--- src/verilog/hfr_defines.vh ---
// Shared constants of the hierarchical frame reconstruction block
`ifndef HFR_DEFINES_VH
`define HFR_DEFINES_VH
`define HFR_SW        16
`define HFR_MK_W      3
`define HFR_MK_SOI    3'h0
`define HFR_MK_DESC   3'h1
`define HFR_MK_EXPAND 3'h2
`define HFR_MK_SOF    3'h3
`define HFR_MK_END    3'h4
`define HFR_MK_OTHER  3'h5
`define HFR_CAT_BASE  4'he
`define HFR_CAT_DIFF  4'hf
`define HFR_ERR_W     4
`define HFR_ERR_ORDER 0
`define HFR_ERR_TWICE 1
`define HFR_ERR_FIRST 2
`define HFR_ERR_MODE  3
`endif

--- src/verilog/hfr_top.v ---
// Marker sequencing, bilinear upsampler and modulo reconstruction
`timescale 1ns/1ns
`include "hfr_defines.vh"
////////////////////////////////////////////////////////////////////////////////
// Functional notes
// Descriptor segment precedes first frame
// First frame per component non-differential
// Expansion segment precedes upsampled differential frame
// At most one expansion segment per frame
// Encoder differences wrap modulo 2^16
// DCT sequence: only final frame lossless
// Lossless first frame: all later lossless
// Upsample by two, bilinear, per direction
// Interpolated sample is truncated half sum
// Left column and top line copied
// Right column, bottom line replicated
// Each pass doubles length or count
// Horizontal expansion before vertical
// Differential DCT: no shift, direct DC
// Lossless differential: no prediction, selector zero
// Differential AC adds magnitude category 15
// Parse markers until frame or end
// Early descriptor sets hierarchical path flag
// Upsample reference as expansion segment says
// Reconstruct modulo 2^16, keep as reference
// Decoder differential DCT: no shift, direct DC
// Reconstructions kept for later references
// Lossless differential: direct, point transform
// Flags cleared at reset and image start
module hfr_top #(
	parameter MAX_W = 64,
	parameter LAW   = 7,
	parameter NC    = 4,
	parameter CW    = 2
) (
	input  wire                 clock,
	input  wire                 rst,
	input  wire                 enc_mode,
	input  wire                 mk_valid,
	input  wire [`HFR_MK_W-1:0] mk_type,
	input  wire [CW-1:0]        mk_comp,
	input  wire                 mk_diff,
	input  wire                 mk_dct,
	input  wire                 mk_h,
	input  wire                 mk_v,
	input  wire [3:0]           mk_pt,
	input  wire                 frame_done,
	input  wire                 in_valid,
	input  wire [`HFR_SW-1:0]   in_data,
	input  wire                 in_last_col,
	input  wire                 in_last_row,
	output wire                 in_ready,
	input  wire                 op_valid,
	input  wire [`HFR_SW-1:0]   op_data,
	output wire                 op_ready,
	output wire                 out_valid,
	output wire [`HFR_SW-1:0]   out_data,
	input  wire                 out_ready,
	output wire                 hier_path,
	output wire                 in_frame,
	output wire                 diff_frame,
	output wire                 level_shift_en,
	output wire                 dc_pred_en,
	output wire                 pred_sel_zero,
	output wire                 pt_apply,
	output wire [3:0]           ac_cat_max,
	output wire                 up_h,
	output wire                 up_v,
	output wire                 expand_emit,
	output wire [`HFR_ERR_W-1:0] err
);

localparam ST_IDLE  = 2'h0;
localparam ST_PARSE = 2'h1;
localparam ST_FRAME = 2'h2;
localparam VS_FIRST  = 2'h0;
localparam VS_INTERP = 2'h1;
localparam VS_REPLAY = 2'h2;
localparam VS_DUP    = 2'h3;

reg  [1:0]            st_ff;
reg                   in_frame_ff;
reg                   hier_ff;
reg                   sof_seen_ff;
reg                   xpd_seen_ff;
reg                   xpd_h_ff;
reg                   xpd_v_ff;
reg                   up_h_ff;
reg                   up_v_ff;
reg                   diff_ff;
reg                   dct_ff;
reg  [3:0]            pt_ff;
reg                   first_set_ff;
reg                   first_ll_ff;
reg  [NC-1:0]         nd_done_ff;
reg  [NC-1:0]         ll_done_ff;
reg                   lvl_ff;
reg                   dcp_ff;
reg                   psz_ff;
reg                   pta_ff;
reg  [3:0]            cat_ff;
reg                   xpd_emit_ff;
reg  [`HFR_ERR_W-1:0] err_ff;

wire is_soi = mk_valid && (mk_type == `HFR_MK_SOI);
wire clr    = rst | is_soi;

////////////////////////////////////////////////////////////////////////////////
// Marker sequencing and frame mode
always @(posedge clock) begin
	if (clr) begin
		st_ff        <= rst ? ST_IDLE : ST_PARSE;
		in_frame_ff  <= 1'b0;
		hier_ff      <= 1'b0;
		sof_seen_ff  <= 1'b0;
		xpd_seen_ff  <= 1'b0;
		xpd_h_ff     <= 1'b0;
		xpd_v_ff     <= 1'b0;
		up_h_ff      <= 1'b0;
		up_v_ff      <= 1'b0;
		diff_ff      <= 1'b0;
		dct_ff       <= 1'b0;
		pt_ff        <= 4'h0;
		first_set_ff <= 1'b0;
		first_ll_ff  <= 1'b0;
		nd_done_ff   <= {NC{1'b0}};
		ll_done_ff   <= {NC{1'b0}};
		lvl_ff       <= 1'b0;
		dcp_ff       <= 1'b0;
		psz_ff       <= 1'b0;
		pta_ff       <= 1'b0;
		cat_ff       <= `HFR_CAT_BASE;
		xpd_emit_ff  <= 1'b0;
		err_ff       <= {`HFR_ERR_W{1'b0}};
	end else begin
		xpd_emit_ff <= 1'b0;
		if (frame_done && st_ff == ST_FRAME) begin
			st_ff   <= ST_PARSE;
			in_frame_ff <= 1'b0;
			up_h_ff <= 1'b0;
			up_v_ff <= 1'b0;
		end
		// Markers other than the image start are interpreted only in the parse state; those inside a frame or after the end marker are ignored
		if (mk_valid && st_ff == ST_PARSE) begin
			case (mk_type)
			`HFR_MK_DESC: begin
				if (sof_seen_ff)
					err_ff[`HFR_ERR_ORDER] <= 1'b1;
				else
					hier_ff <= 1'b1;
			end
			`HFR_MK_EXPAND: begin
				if (xpd_seen_ff)
					err_ff[`HFR_ERR_TWICE] <= 1'b1;
				if (!hier_ff)
					err_ff[`HFR_ERR_ORDER] <= 1'b1;
				xpd_seen_ff <= 1'b1;
				xpd_h_ff    <= mk_h;
				xpd_v_ff    <= mk_v;
			end
			`HFR_MK_SOF: begin
				st_ff       <= ST_FRAME;
				in_frame_ff <= 1'b1;
				sof_seen_ff <= 1'b1;
				xpd_seen_ff <= 1'b0;
				diff_ff     <= mk_diff;
				dct_ff      <= mk_dct;
				pt_ff       <= mk_pt;
				lvl_ff      <= mk_dct && !mk_diff;
				dcp_ff      <= mk_dct && !mk_diff;
				psz_ff      <= !mk_dct && mk_diff;
				pta_ff      <= !mk_dct && mk_diff && (mk_pt != 4'h0);
				cat_ff      <= mk_diff ? `HFR_CAT_DIFF : `HFR_CAT_BASE;
				if (mk_diff) begin
					if (!hier_ff || !nd_done_ff[mk_comp])
						err_ff[`HFR_ERR_FIRST] <= 1'b1;
					if (ll_done_ff[mk_comp] || (first_ll_ff && mk_dct))
						err_ff[`HFR_ERR_MODE] <= 1'b1;
					if (!mk_dct)
						ll_done_ff[mk_comp] <= 1'b1;
					if (enc_mode) begin
						// Encoder announces the segment ahead of the frame
						up_h_ff     <= mk_h;
						up_v_ff     <= mk_v;
						xpd_emit_ff <= (mk_h | mk_v) && !xpd_seen_ff;
					end else begin
						up_h_ff <= xpd_seen_ff && xpd_h_ff;
						up_v_ff <= xpd_seen_ff && xpd_v_ff;
					end
				end else begin
					if (nd_done_ff[mk_comp])
						err_ff[`HFR_ERR_FIRST] <= 1'b1;
					nd_done_ff[mk_comp] <= 1'b1;
					first_set_ff        <= 1'b1;
					if (!first_set_ff)
						first_ll_ff <= !mk_dct;
					else if (first_ll_ff == mk_dct)
						err_ff[`HFR_ERR_MODE] <= 1'b1;
					up_h_ff <= 1'b0;
					up_v_ff <= 1'b0;
				end
			end
			`HFR_MK_END: st_ff <= ST_IDLE;
			default: ;
			endcase
		end
	end
end

////////////////////////////////////////////////////////////////////////////////
// Horizontal stage: each input yields up to four outputs from a small queue
reg  [`HFR_SW-1:0] hq_ff [0:3];
reg  [2:0]         hn_ff;
reg  [1:0]         hi_ff;
reg  [`HFR_SW-1:0] hp_ff;
reg                hhave_ff;
reg                hlc_ff;
reg                hlr_ff;
reg                in_rdy_ff;
reg  [2:0]         nxt_hn;
reg  [1:0]         nxt_hi;
reg                h_ordy;

wire               in_acc = in_valid & in_rdy_ff;
wire [`HFR_SW:0]   hsum   = {1'b0, hp_ff} + {1'b0, in_data};
wire [`HFR_SW-1:0] havg   = hsum[`HFR_SW:1];
wire               h_ov   = (hn_ff != 3'h0);
wire [`HFR_SW-1:0] h_od   = hq_ff[hi_ff];
wire               h_end  = ({1'b0, hi_ff} == hn_ff - 3'h1);
wire               h_olc  = hlc_ff & h_end;
wire               h_take = h_ov & h_ordy;

always @* begin
	nxt_hn = hn_ff;
	nxt_hi = hi_ff;
	if (h_take) begin
		if (h_end) begin
			nxt_hn = 3'h0;
			nxt_hi = 2'h0;
		end else begin
			nxt_hi = hi_ff + 2'h1;
		end
	end
	if (in_acc) begin
		if (!up_h_ff)
			nxt_hn = 3'h1;
		else
			nxt_hn = (hhave_ff ? 3'h2 : 3'h0) + (in_last_col ? 3'h2 : 3'h0);
	end
end

always @(posedge clock) begin
	if (clr) begin
		hn_ff     <= 3'h0;
		hi_ff     <= 2'h0;
		hhave_ff  <= 1'b0;
		hlc_ff    <= 1'b0;
		hlr_ff    <= 1'b0;
		in_rdy_ff <= 1'b0;
	end else begin
		hn_ff     <= nxt_hn;
		hi_ff     <= nxt_hi;
		// Registered ready trades half throughput for a flop-driven port
		in_rdy_ff <= (nxt_hn == 3'h0);
		if (in_acc) begin
			hlc_ff <= in_last_col;
			hlr_ff <= in_last_row;
			if (!up_h_ff) begin
				hq_ff[0] <= in_data;
			end else begin
				hp_ff    <= in_data;
				hhave_ff <= !in_last_col;
				if (hhave_ff) begin
					hq_ff[0] <= hp_ff;
					hq_ff[1] <= havg;
				end
				// Left column passes straight; right edge repeats itself
				if (in_last_col && hhave_ff) begin
					hq_ff[2] <= in_data;
					hq_ff[3] <= in_data;
				end else if (in_last_col) begin
					hq_ff[0] <= in_data;
					hq_ff[1] <= in_data;
				end
			end
		end
	end
end

////////////////////////////////////////////////////////////////////////////////
// Vertical stage on the horizontal result, two line stores in flip-flops
reg  [`HFR_SW-1:0] vb_ff [0:(2<<LAW)-1];
reg  [1:0]         vs_ff;
reg                vsel_ff;
reg  [LAW-1:0]     vk_ff;
reg  [LAW-1:0]     vlen_ff;
reg                vlr_ff;
reg                v_ov;
reg  [`HFR_SW-1:0] v_od;
wire               v_rdy;

wire [`HFR_SW-1:0] va     = vb_ff[{vsel_ff, vk_ff}];
wire [`HFR_SW-1:0] vnew   = vb_ff[{~vsel_ff, vk_ff}];
wire [`HFR_SW:0]   vsum   = {1'b0, va} + {1'b0, h_od};
wire               v_take = v_ov & v_rdy;
wire               v_last = (vk_ff == vlen_ff);

always @* begin
	v_ov   = h_ov;
	v_od   = h_od;
	h_ordy = v_rdy;
	case (vs_ff)
	VS_INTERP: v_od = vsum[`HFR_SW:1];
	VS_REPLAY: begin
		v_ov   = 1'b1;
		v_od   = vnew;
		h_ordy = 1'b0;
	end
	VS_DUP: begin
		v_ov   = 1'b1;
		v_od   = va;
		h_ordy = 1'b0;
	end
	default: ;
	endcase
end

always @(posedge clock) begin
	if (clr) begin
		vs_ff   <= VS_FIRST;
		vsel_ff <= 1'b0;
		vk_ff   <= {LAW{1'b0}};
		vlen_ff <= {LAW{1'b0}};
		vlr_ff  <= 1'b0;
	end else if (v_take) begin
		// Counting only while expanding holds the column index at zero while lines pass through
		if (up_v_ff)
			vk_ff <= vk_ff + {{(LAW-1){1'b0}}, 1'b1};
		case (vs_ff)
		VS_FIRST: begin
			// Top line goes out unchanged while it is stored
			if (up_v_ff) begin
				vb_ff[{vsel_ff, vk_ff}] <= h_od;
				if (h_olc) begin
					vlen_ff <= vk_ff;
					vk_ff   <= {LAW{1'b0}};
					vs_ff   <= hlr_ff ? VS_DUP : VS_INTERP;
				end
			end
		end
		VS_INTERP: begin
			vb_ff[{~vsel_ff, vk_ff}] <= h_od;
			if (h_olc) begin
				vk_ff  <= {LAW{1'b0}};
				vlr_ff <= hlr_ff;
				vs_ff  <= VS_REPLAY;
			end
		end
		VS_REPLAY: begin
			if (v_last) begin
				vk_ff   <= {LAW{1'b0}};
				vsel_ff <= ~vsel_ff;
				vs_ff   <= vlr_ff ? VS_DUP : VS_INTERP;
			end
		end
		default: begin
			if (v_last) begin
				vk_ff <= {LAW{1'b0}};
				vs_ff <= VS_FIRST;
			end
		end
		endcase
	end
end

////////////////////////////////////////////////////////////////////////////////
// Join reference with operand, reconstruct or difference, two-entry buffer
reg                oh_v_ff;
reg  [`HFR_SW-1:0] oh_d_ff;
reg                op_rdy_ff;
reg                o_v_ff;
reg  [`HFR_SW-1:0] o_d_ff;
reg                s_v_ff;
reg  [`HFR_SW-1:0] s_d_ff;
reg  [`HFR_SW-1:0] res;

wire               op_acc = op_valid & op_rdy_ff;
wire               fire   = oh_v_ff & !s_v_ff & (!diff_ff | v_ov);
assign             v_rdy  = fire & diff_ff;
wire               pop    = o_v_ff & out_ready;
wire [`HFR_SW-1:0] dsh    = pta_ff ? (oh_d_ff << pt_ff) : oh_d_ff;
wire [`HFR_SW:0]   rsum   = {1'b0, v_od} + {1'b0, dsh};
wire [`HFR_SW:0]   rdif   = {1'b0, oh_d_ff} - {1'b0, v_od};
wire               nxt_oh = (oh_v_ff & !fire) | op_acc;

always @* begin
	res = oh_d_ff;
	if (diff_ff)
		res = enc_mode ? rdif[`HFR_SW-1:0] : rsum[`HFR_SW-1:0];
end

always @(posedge clock) begin
	if (clr) begin
		oh_v_ff   <= 1'b0;
		op_rdy_ff <= 1'b0;
		o_v_ff    <= 1'b0;
		o_d_ff    <= 16'h0000;
		s_v_ff    <= 1'b0;
	end else begin
		oh_v_ff   <= nxt_oh;
		op_rdy_ff <= !nxt_oh;
		if (op_acc)
			oh_d_ff <= op_data;
		// Second entry absorbs one word when the sink stalls
		if (pop) begin
			if (s_v_ff) begin
				o_d_ff <= s_d_ff;
				s_v_ff <= 1'b0;
			end else begin
				o_v_ff <= fire;
				o_d_ff <= res;
			end
		end else if (!o_v_ff) begin
			o_v_ff <= fire;
			o_d_ff <= res;
		end else if (fire) begin
			s_v_ff <= 1'b1;
			s_d_ff <= res;
		end
	end
end

////////////////////////////////////////////////////////////////////////////////
// Outputs
assign in_ready       = in_rdy_ff;
assign op_ready       = op_rdy_ff;
assign out_valid      = o_v_ff;
assign out_data       = o_d_ff;
assign hier_path      = hier_ff;
assign in_frame       = in_frame_ff;
assign diff_frame     = diff_ff;
assign level_shift_en = lvl_ff;
assign dc_pred_en     = dcp_ff;
assign pred_sel_zero  = psz_ff;
assign pt_apply       = pta_ff;
assign ac_cat_max     = cat_ff;
assign up_h           = up_h_ff;
assign up_v           = up_v_ff;
assign expand_emit    = xpd_emit_ff;
assign err            = err_ff;

endmodule

--- config.mk ---
export PLATFORM = sky130hd
export DESIGN_NAME = hfr_top
export DESIGN_NICKNAME = d
export VERILOG_FILES = /design/src/verilog/hfr_top.v
export VERILOG_INCLUDE_DIRS = /design/src /design/src/verilog
export SDC_FILE = /design/constraint.sdc
export NUM_CORES = 2
export LEC_CHECK = 0
export ABC_AREA = 1
export BUFFER_PORTS_ARGS = -buffer_cell sky130_fd_sc_hd__buf_2
export CAP_MARGIN = 20
export CELL_PAD_IN_SITES_DETAIL_PLACEMENT = 0
export CELL_PAD_IN_SITES_GLOBAL_PLACEMENT = 1
export CORE_MARGIN = 2
export CORE_UTILIZATION = 55
export CTS_BUF_LIST = sky130_fd_sc_hd__clkbuf_8
export CTS_CLUSTER_DIAMETER = 100
export DETAILED_ROUTE_END_ITERATION = 16
export PLACE_DENSITY_LB_ADDON = 0.12
export SLEW_MARGIN = 15
export SYNTH_ARGS = -nofsm -noshare
export SYNTH_HDL_FRONTEND = slang
export SYNTH_MEMORY_MAX_BITS = 65536
export SYNTH_SLANG_ARGS = --single-unit
--- constraint.sdc ---
create_clock -name clock -period 22 [get_ports clock]
set_clock_uncertainty 0.05 [all_clocks]
set_input_delay 3.3 -clock clock [delete_from_list [all_inputs] [get_ports clock]]
set_output_delay 3.3 -clock clock [all_outputs]
set_load 0.005 [all_outputs]
======== Word-level counts from Yosys, hierarchy flattened ========
Memories as Yosys holds them, arrays and structs flattened. A register that Yosys moved wholly into a read port is not among the register bits.
Cells that the tools add are included.
operators by class
  $add $sub $neg .......................... 8
  magnitude comparators ................... 2
  eq/ne operators ......................... 22
  shift-type cells ........................ 1
  mux-type cells .......................... 104
  bitwise gates (word level) .............. 29
  reductions and logical operators ........ 59
operators by type and width
  cell                                           count
  two-way mux 16 bit                             10
  two-way mux 1 bit                              60
  one-hot mux 16 bit (3 select lines)            1
  adder 16 x 16 -> 17 bit                        2
  two-way mux 2 bit                              16
  two-way mux 7 bit                              4
  AND reduction 4 bit                            6
  AND reduction 3 bit                            6
  adder 16 bit                                   1
  OR reduction 16 bit                            1
  left shift 16 x 4 -> 16 bit                    1
  subtractor 16 bit                              1
  inequality test 2 bit (second input constant)  7
  one-hot mux 7 bit (2 select lines)             1
  logical AND 1 bit                              12
  two-way mux 3 bit                              4
  AND reduction 2 bit                            6
  bitwise AND 1 bit                              10
  zero test 1 bit                                10
  NOT 1 bit                                      10
  nonzero test 2 bit                             5
  two-way mux 8 bit                              1
  bitwise OR 4 bit                               2
  adder 7 x 1 -> 7 bit (second input constant)   1
  29 further kinds                               47
storage, ports and cells
  register bits ........................... 132
  RAM bits ................................ 4160
  bits of input ports ..................... 55
  logic and storage cells ................. 270
  memories ................................ 2
memory list
  memory  words  bits a word  rd ports  clocked after memory_dff  wr ports  line           source
  vb_ff   256    16           2         0                         1         hfr_top.v:292  reg [`HFR_SW-1:0] vb_ff [0:(2<<LAW)-1];
  hq_ff   4      16           1         1                         4         hfr_top.v:212  reg [`HFR_SW-1:0] hq_ff [0:3];

======== Depth between registers and ports, before layout ========
  word-level depth ........................ 12
  depth in mapped cells ................... 47
  gate-level depth less buffers ........... 43

======== Worst setup path after synthesis ========
Ideal clock, no wire load.
  kind .................................... flip-flop to flip-flop
  from .................................... register (tool-made name)
  to ...................................... register s_d_ff[15] (data pin)
  setup time .............................. 255 ps
  arrival time ............................ 14944 ps
  setup slack ............................. 6751 ps
  cell stages (with the launch flop) ...... 33
  path buffers ............................ 2
  period minus slack after synthesis ...... 15249 ps
  cells stage by stage .................... dfxtp_1 inv_1 clkbuf_1 buf_1 o21ai_0 ha_1 nand2_1 o21ai_0 inv_1 o21ai_0 a21boi_0 o21ai_0 nand2_1 nand2_1 o21ai_0 a21oi_1 nor2_1 nand3_1 nand2_1 inv_2 ha_1 nand2_1 nor2_1 a211oi_1 inv_1 a211oi_1 a21oi_1 o21ai_0 nand2_1 inv_1 nand2_1 nand3_1 nand2_1
RTL lines
  element               line           source
  end signal, assigned  hfr_top.v:428  s_d_ff <= res;
  end, declared         hfr_top.v:384  reg [`HFR_SW-1:0] s_d_ff;

======== Final worst setup path ========
  from .................................... register vk_ff[0]
  to ...................................... register o_d_ff[15], in the netlist out_data[15]
between the ends
  cells in the longest elaborated chain, start to end .. 8
  elaborated cells between the ends (all ways) .. 10
  classes of those cells .................. add/sub (3); mux (6); memory (1)
ends and longest elaborated chain
  element                                                   line                          source
  start, declared                                           hfr_top.v:295                 reg [LAW-1:0] vk_ff;
  start signal, assigned                                    hfr_top.v:332                 vk_ff <= {LAW{1'b0}};
  start signal, assigned                                    hfr_top.v:338                 vk_ff <= vk_ff + {{(LAW-1){1'b0}}, 1'b1};
  start signal, assigned                                    hfr_top.v:346                 vk_ff <= {LAW{1'b0}};
  memory (256 x 16 bit) *                                   n/a
  adder 16 x 16 -> 17 bit                                   hfr_top.v:304                 wire [`HFR_SW:0] vsum = {1'b0, va} + {1'b0, h_od};
  one-hot mux 16 bit (3 select lines) *                     hfr_top.v:312                 case (vs_ff)
  adder 16 bit / subtractor 16 bit (equally long branches)  hfr_top.v:392, hfr_top.v:393
  two-way mux 16 bit *                                      hfr_top.v:399                 res = enc_mode ? rdif[`HFR_SW-1:0] : rsum[`HFR_SW-1:0];
  two-way mux 16 bit *                                      hfr_top.v:398                 if (diff_ff)
  two-way mux 16 bit, on equally long branches              hfr_top.v:423, hfr_top.v:416
  two-way mux 16 bit *                                      hfr_top.v:415                 if (pop) begin
  end signal, assigned                                      hfr_top.v:421                 o_d_ff <= res;
  end signal, assigned                                      hfr_top.v:425                 o_d_ff <= res;
  end, declared                                             hfr_top.v:382                 reg [`HFR_SW-1:0] o_d_ff;
Every way passes the cells marked *; elsewhere a longest branch is shown, timed or not. The select of a mux whose other input is x is not followed.
A chain may end at the register's enable or synchronous reset.

==> impl_metrics.ini <==
[run_status]
status = finished clean

[placement]
routabilityCongestion = 0.885
io_buffers = 88
place_area_um2 = 177000
hpwl_mm = 294
placed_cells = 17500

[grt]
grt_pass1_vias = 110000
antenna_found_initial = 22
grt_start_max_net_pins = 200
grt_pass1_wl_mm = 752
overflow = 0
grt.total_usage = 0.322

[setup_path]
r2r-end = out_data[15]
slowest_delay_ns = 0.77
worst_setup_path_end_kind = flip-flop
cp_num_buf_inv = 8
path_class = flip-flop to flip-flop
worstPathArrival_ns = 11.57
cp_slowest_cell = buf_4
reg2reg_from = vk_ff[0]
path_common_cell = nand2_1
crit_path_start_kind = flip-flop
path_delay_family = compound AO/OA/AOI/OAI gates
critPathMaxFanout = 146
worstRegToRegCells = 42
rrSetupSlack_ns = 11.48
cp.required_ns = 23.05

[pwr]
leakagePower_uw = 0.0642
vdd_drop_max_v = 0.0000700
p_per_area_nw_per_um2 = 80.1

[logic_synthesis]
ys_seq_elements = 4274
yosys.area.top_type = edfxtp_1
yosys.cell_types.count = 64
async_flop_share = 0
synth_top_cells_by_count = edfxtp_1 (4192), nor2_1 (2525), o21ai_0 (2075)
synth-seq-area-share = 0.739
synth.avg_cell_area_um2 = 12.6
synth_edf_count = 4192
synth.most_common_cell = edfxtp_1
synth_ff_type = edfxtp_1
syn_inst = 13700
ys_top_cells_by_area = edfxtp_1 (73%), o21ai_0 (6.0%), nor2_1 (5.5%)
netlist.area_leader.share = 0.729
synth_area_um2 = 173000
synth_warnings = 0

[routing]
ant_nets = 0
drt-initial-drc-count = 16300
dr_total_vias = 117000
wl_mm = 523
dr.pass1.iters = 9
vias_per_cell = 6.25
wl_per_cell_um = 28.0
drcViolationCount = 0

[clocking]
clock_latency_ns = 1.29
cts_resized = 0
cts.path.max_buffers = 4
cts_sinks = 4274
cts_hold_buffers = 0
path_clk_slew_ns = 0.06
cts_buffers = 683
cts_tree = done
clockRootBuffer = clkbuf_8
htreeDepth = 6
cts_setup_buffers = 0

[timing]
worst_pin_slew_ns = 1.20
setup_viol = 0
period_share = 0.478
setup_tns_ns = 0
grt_setup_unrepaired = false
period_needed_ns = 10.52
clock.fmax_mhz = 95.0
finalHoldViolations = 0
drv_slew = 0
relSlewSlack = 0.200

[finish]
final-instance-count-excl-fill = 18700
utilization = 0.607
seq_area_um2 = 128000
area_growth_syn_to_layout_pct = 9.82
num-fill-cells = 24600
fin_nets = 14100
drive_gt1_frac = 0.102
multi_input_area_um2 = 39500
fin_area_um2 = 190000

[floorplanning]
die_y_um = 564
fp.dieArea_um2 = 318000
fp-row-count = 205
start_util = 0.553
io_pins = 92
fp.coreArea_um2 = 312000
die-width_um = 564

[worst_hold_path]
min-delay-start = err[2]
hold_path.class = flip-flop to flip-flop
min_path_cells = 2
whs_endpoint = err[2]

[flow_run]
drv_cap = 0
==> worst min-delay path, delay by kind of cell, from the launching register on <==
family,cells,cell delay (ns)
AOI/OAI and AO/OA,1,0.05
buffers and inverters,1,0.05
DFF,1,0.30
==> worst max path at each step <==
stage,from,to,slack (ns),cells after the start
3_3_place_gp,vk_ff[0],out_data[15],11.67,42
5_1_grt,vk_ff[0],out_data[15],10.80,42
4_1_cts,vk_ff[0],out_data[15],11.75,42
6_report,vk_ff[0],out_data[15],11.48,42
3_5_place_dp,vk_ff[0],out_data[15],11.77,42
2_1_floorplan,flip-flop,s_d_ff[15],6.75,32
==> flip-flops by register name (all words and copies together) (netlist names), 3 cells and up, named ones only <==
name,count
err,4
hq_ff,48
vlen_ff,7
hn_ff,3
vb_ff,4096
pt_ff,4
vk_ff,7
oh_d_ff,16
s_d_ff,16
nd_done_ff,4
hp_ff,16
ll_done_ff,4
out_data,16
==> routing by layer <==
| metal | global-route usage | up-vias | part of all wire |
|---|---|---|---|
| li1 | - | 50900 | - |
| met1 | 0.465 | 58400 | 0.40 |
| met2 | 0.494 | 6474 | 0.46 |
| met3 | 0.0628 | 943 | 0.11 |
| met4 | 0.112 | 2 | 0.035 |
| met5 | 0 | - | 0.000019 |
==> cell families (layout without fill, tap and decap cells) <==
logic type                 Yosys count  after routing  synth area share
DFF                               4274           4274             0.739
buffers and inverters             1184           2021            0.0341
and+or+nand+nor                   4449           4449             0.101
AOI/OAI and AO/OA                 3660           3660             0.118
other                                1             18         0.0000217
xor gates and xnor gates            28             28           0.00142
adders and majority gates           73             73           0.00547
muxes                               16             16           0.00103
==> cell type report <==
type / instances / area share
diodes: 15 / 0.000198
clock buffers: 700 / 0.0508
clock inverters: 507 / 0.0125
inverters: 268 / 0.00551
multi-input cells: 8229 / 0.209
flip-flops and latches: 4274 / 0.673
well taps: 4140 / 0.0273
repair buffers: 546 / 0.0221
==> stage by stage <==
stage               setup WS, ns  total power [µW]  hold slack (ns)
floorplan                   6.75              9160            0.379
global placement           11.67              9210            0.389
detailed placement         11.77              9210            0.395
CTS                        11.75             15300            0.410
global route               10.80             15600            0.432
finish                     11.48             15200            0.405
==> report_power, final <==
group | internal [µW] | leakage, µW | switching (µW)
registers | 8880 | 0.0383 | 4.67
logic | 32.2 | 0.0188 | 127
clock network | 3020 | 0.00702 | 3110
total | 11900 | 0.0642 | 3250
==> layout by cell type, fill, tap and decap left out, drive strengths merged, types with 16 or more instances in the layout <==
| cell type | instances |
|---|---|
| a21oi | 240 |
| o211ai | 26 |
| nor2 | 2531 |
| clkbuf | 700 |
| nand2 | 1567 |
| o21ai | 2229 |
| a41oi | 67 |
| nand3 | 171 |
| nor3 | 17 |
| edfxtp | 4192 |
| a31oi | 16 |
| nand4 | 115 |
| dfxtp | 82 |
| a221oi | 40 |
| clkinv | 216 |
| inv | 539 |
| o22ai | 930 |
| buf | 546 |
| ha | 69 |
| a22o | 53 |
Note: power is estimated with default switching activity, not from simulation.
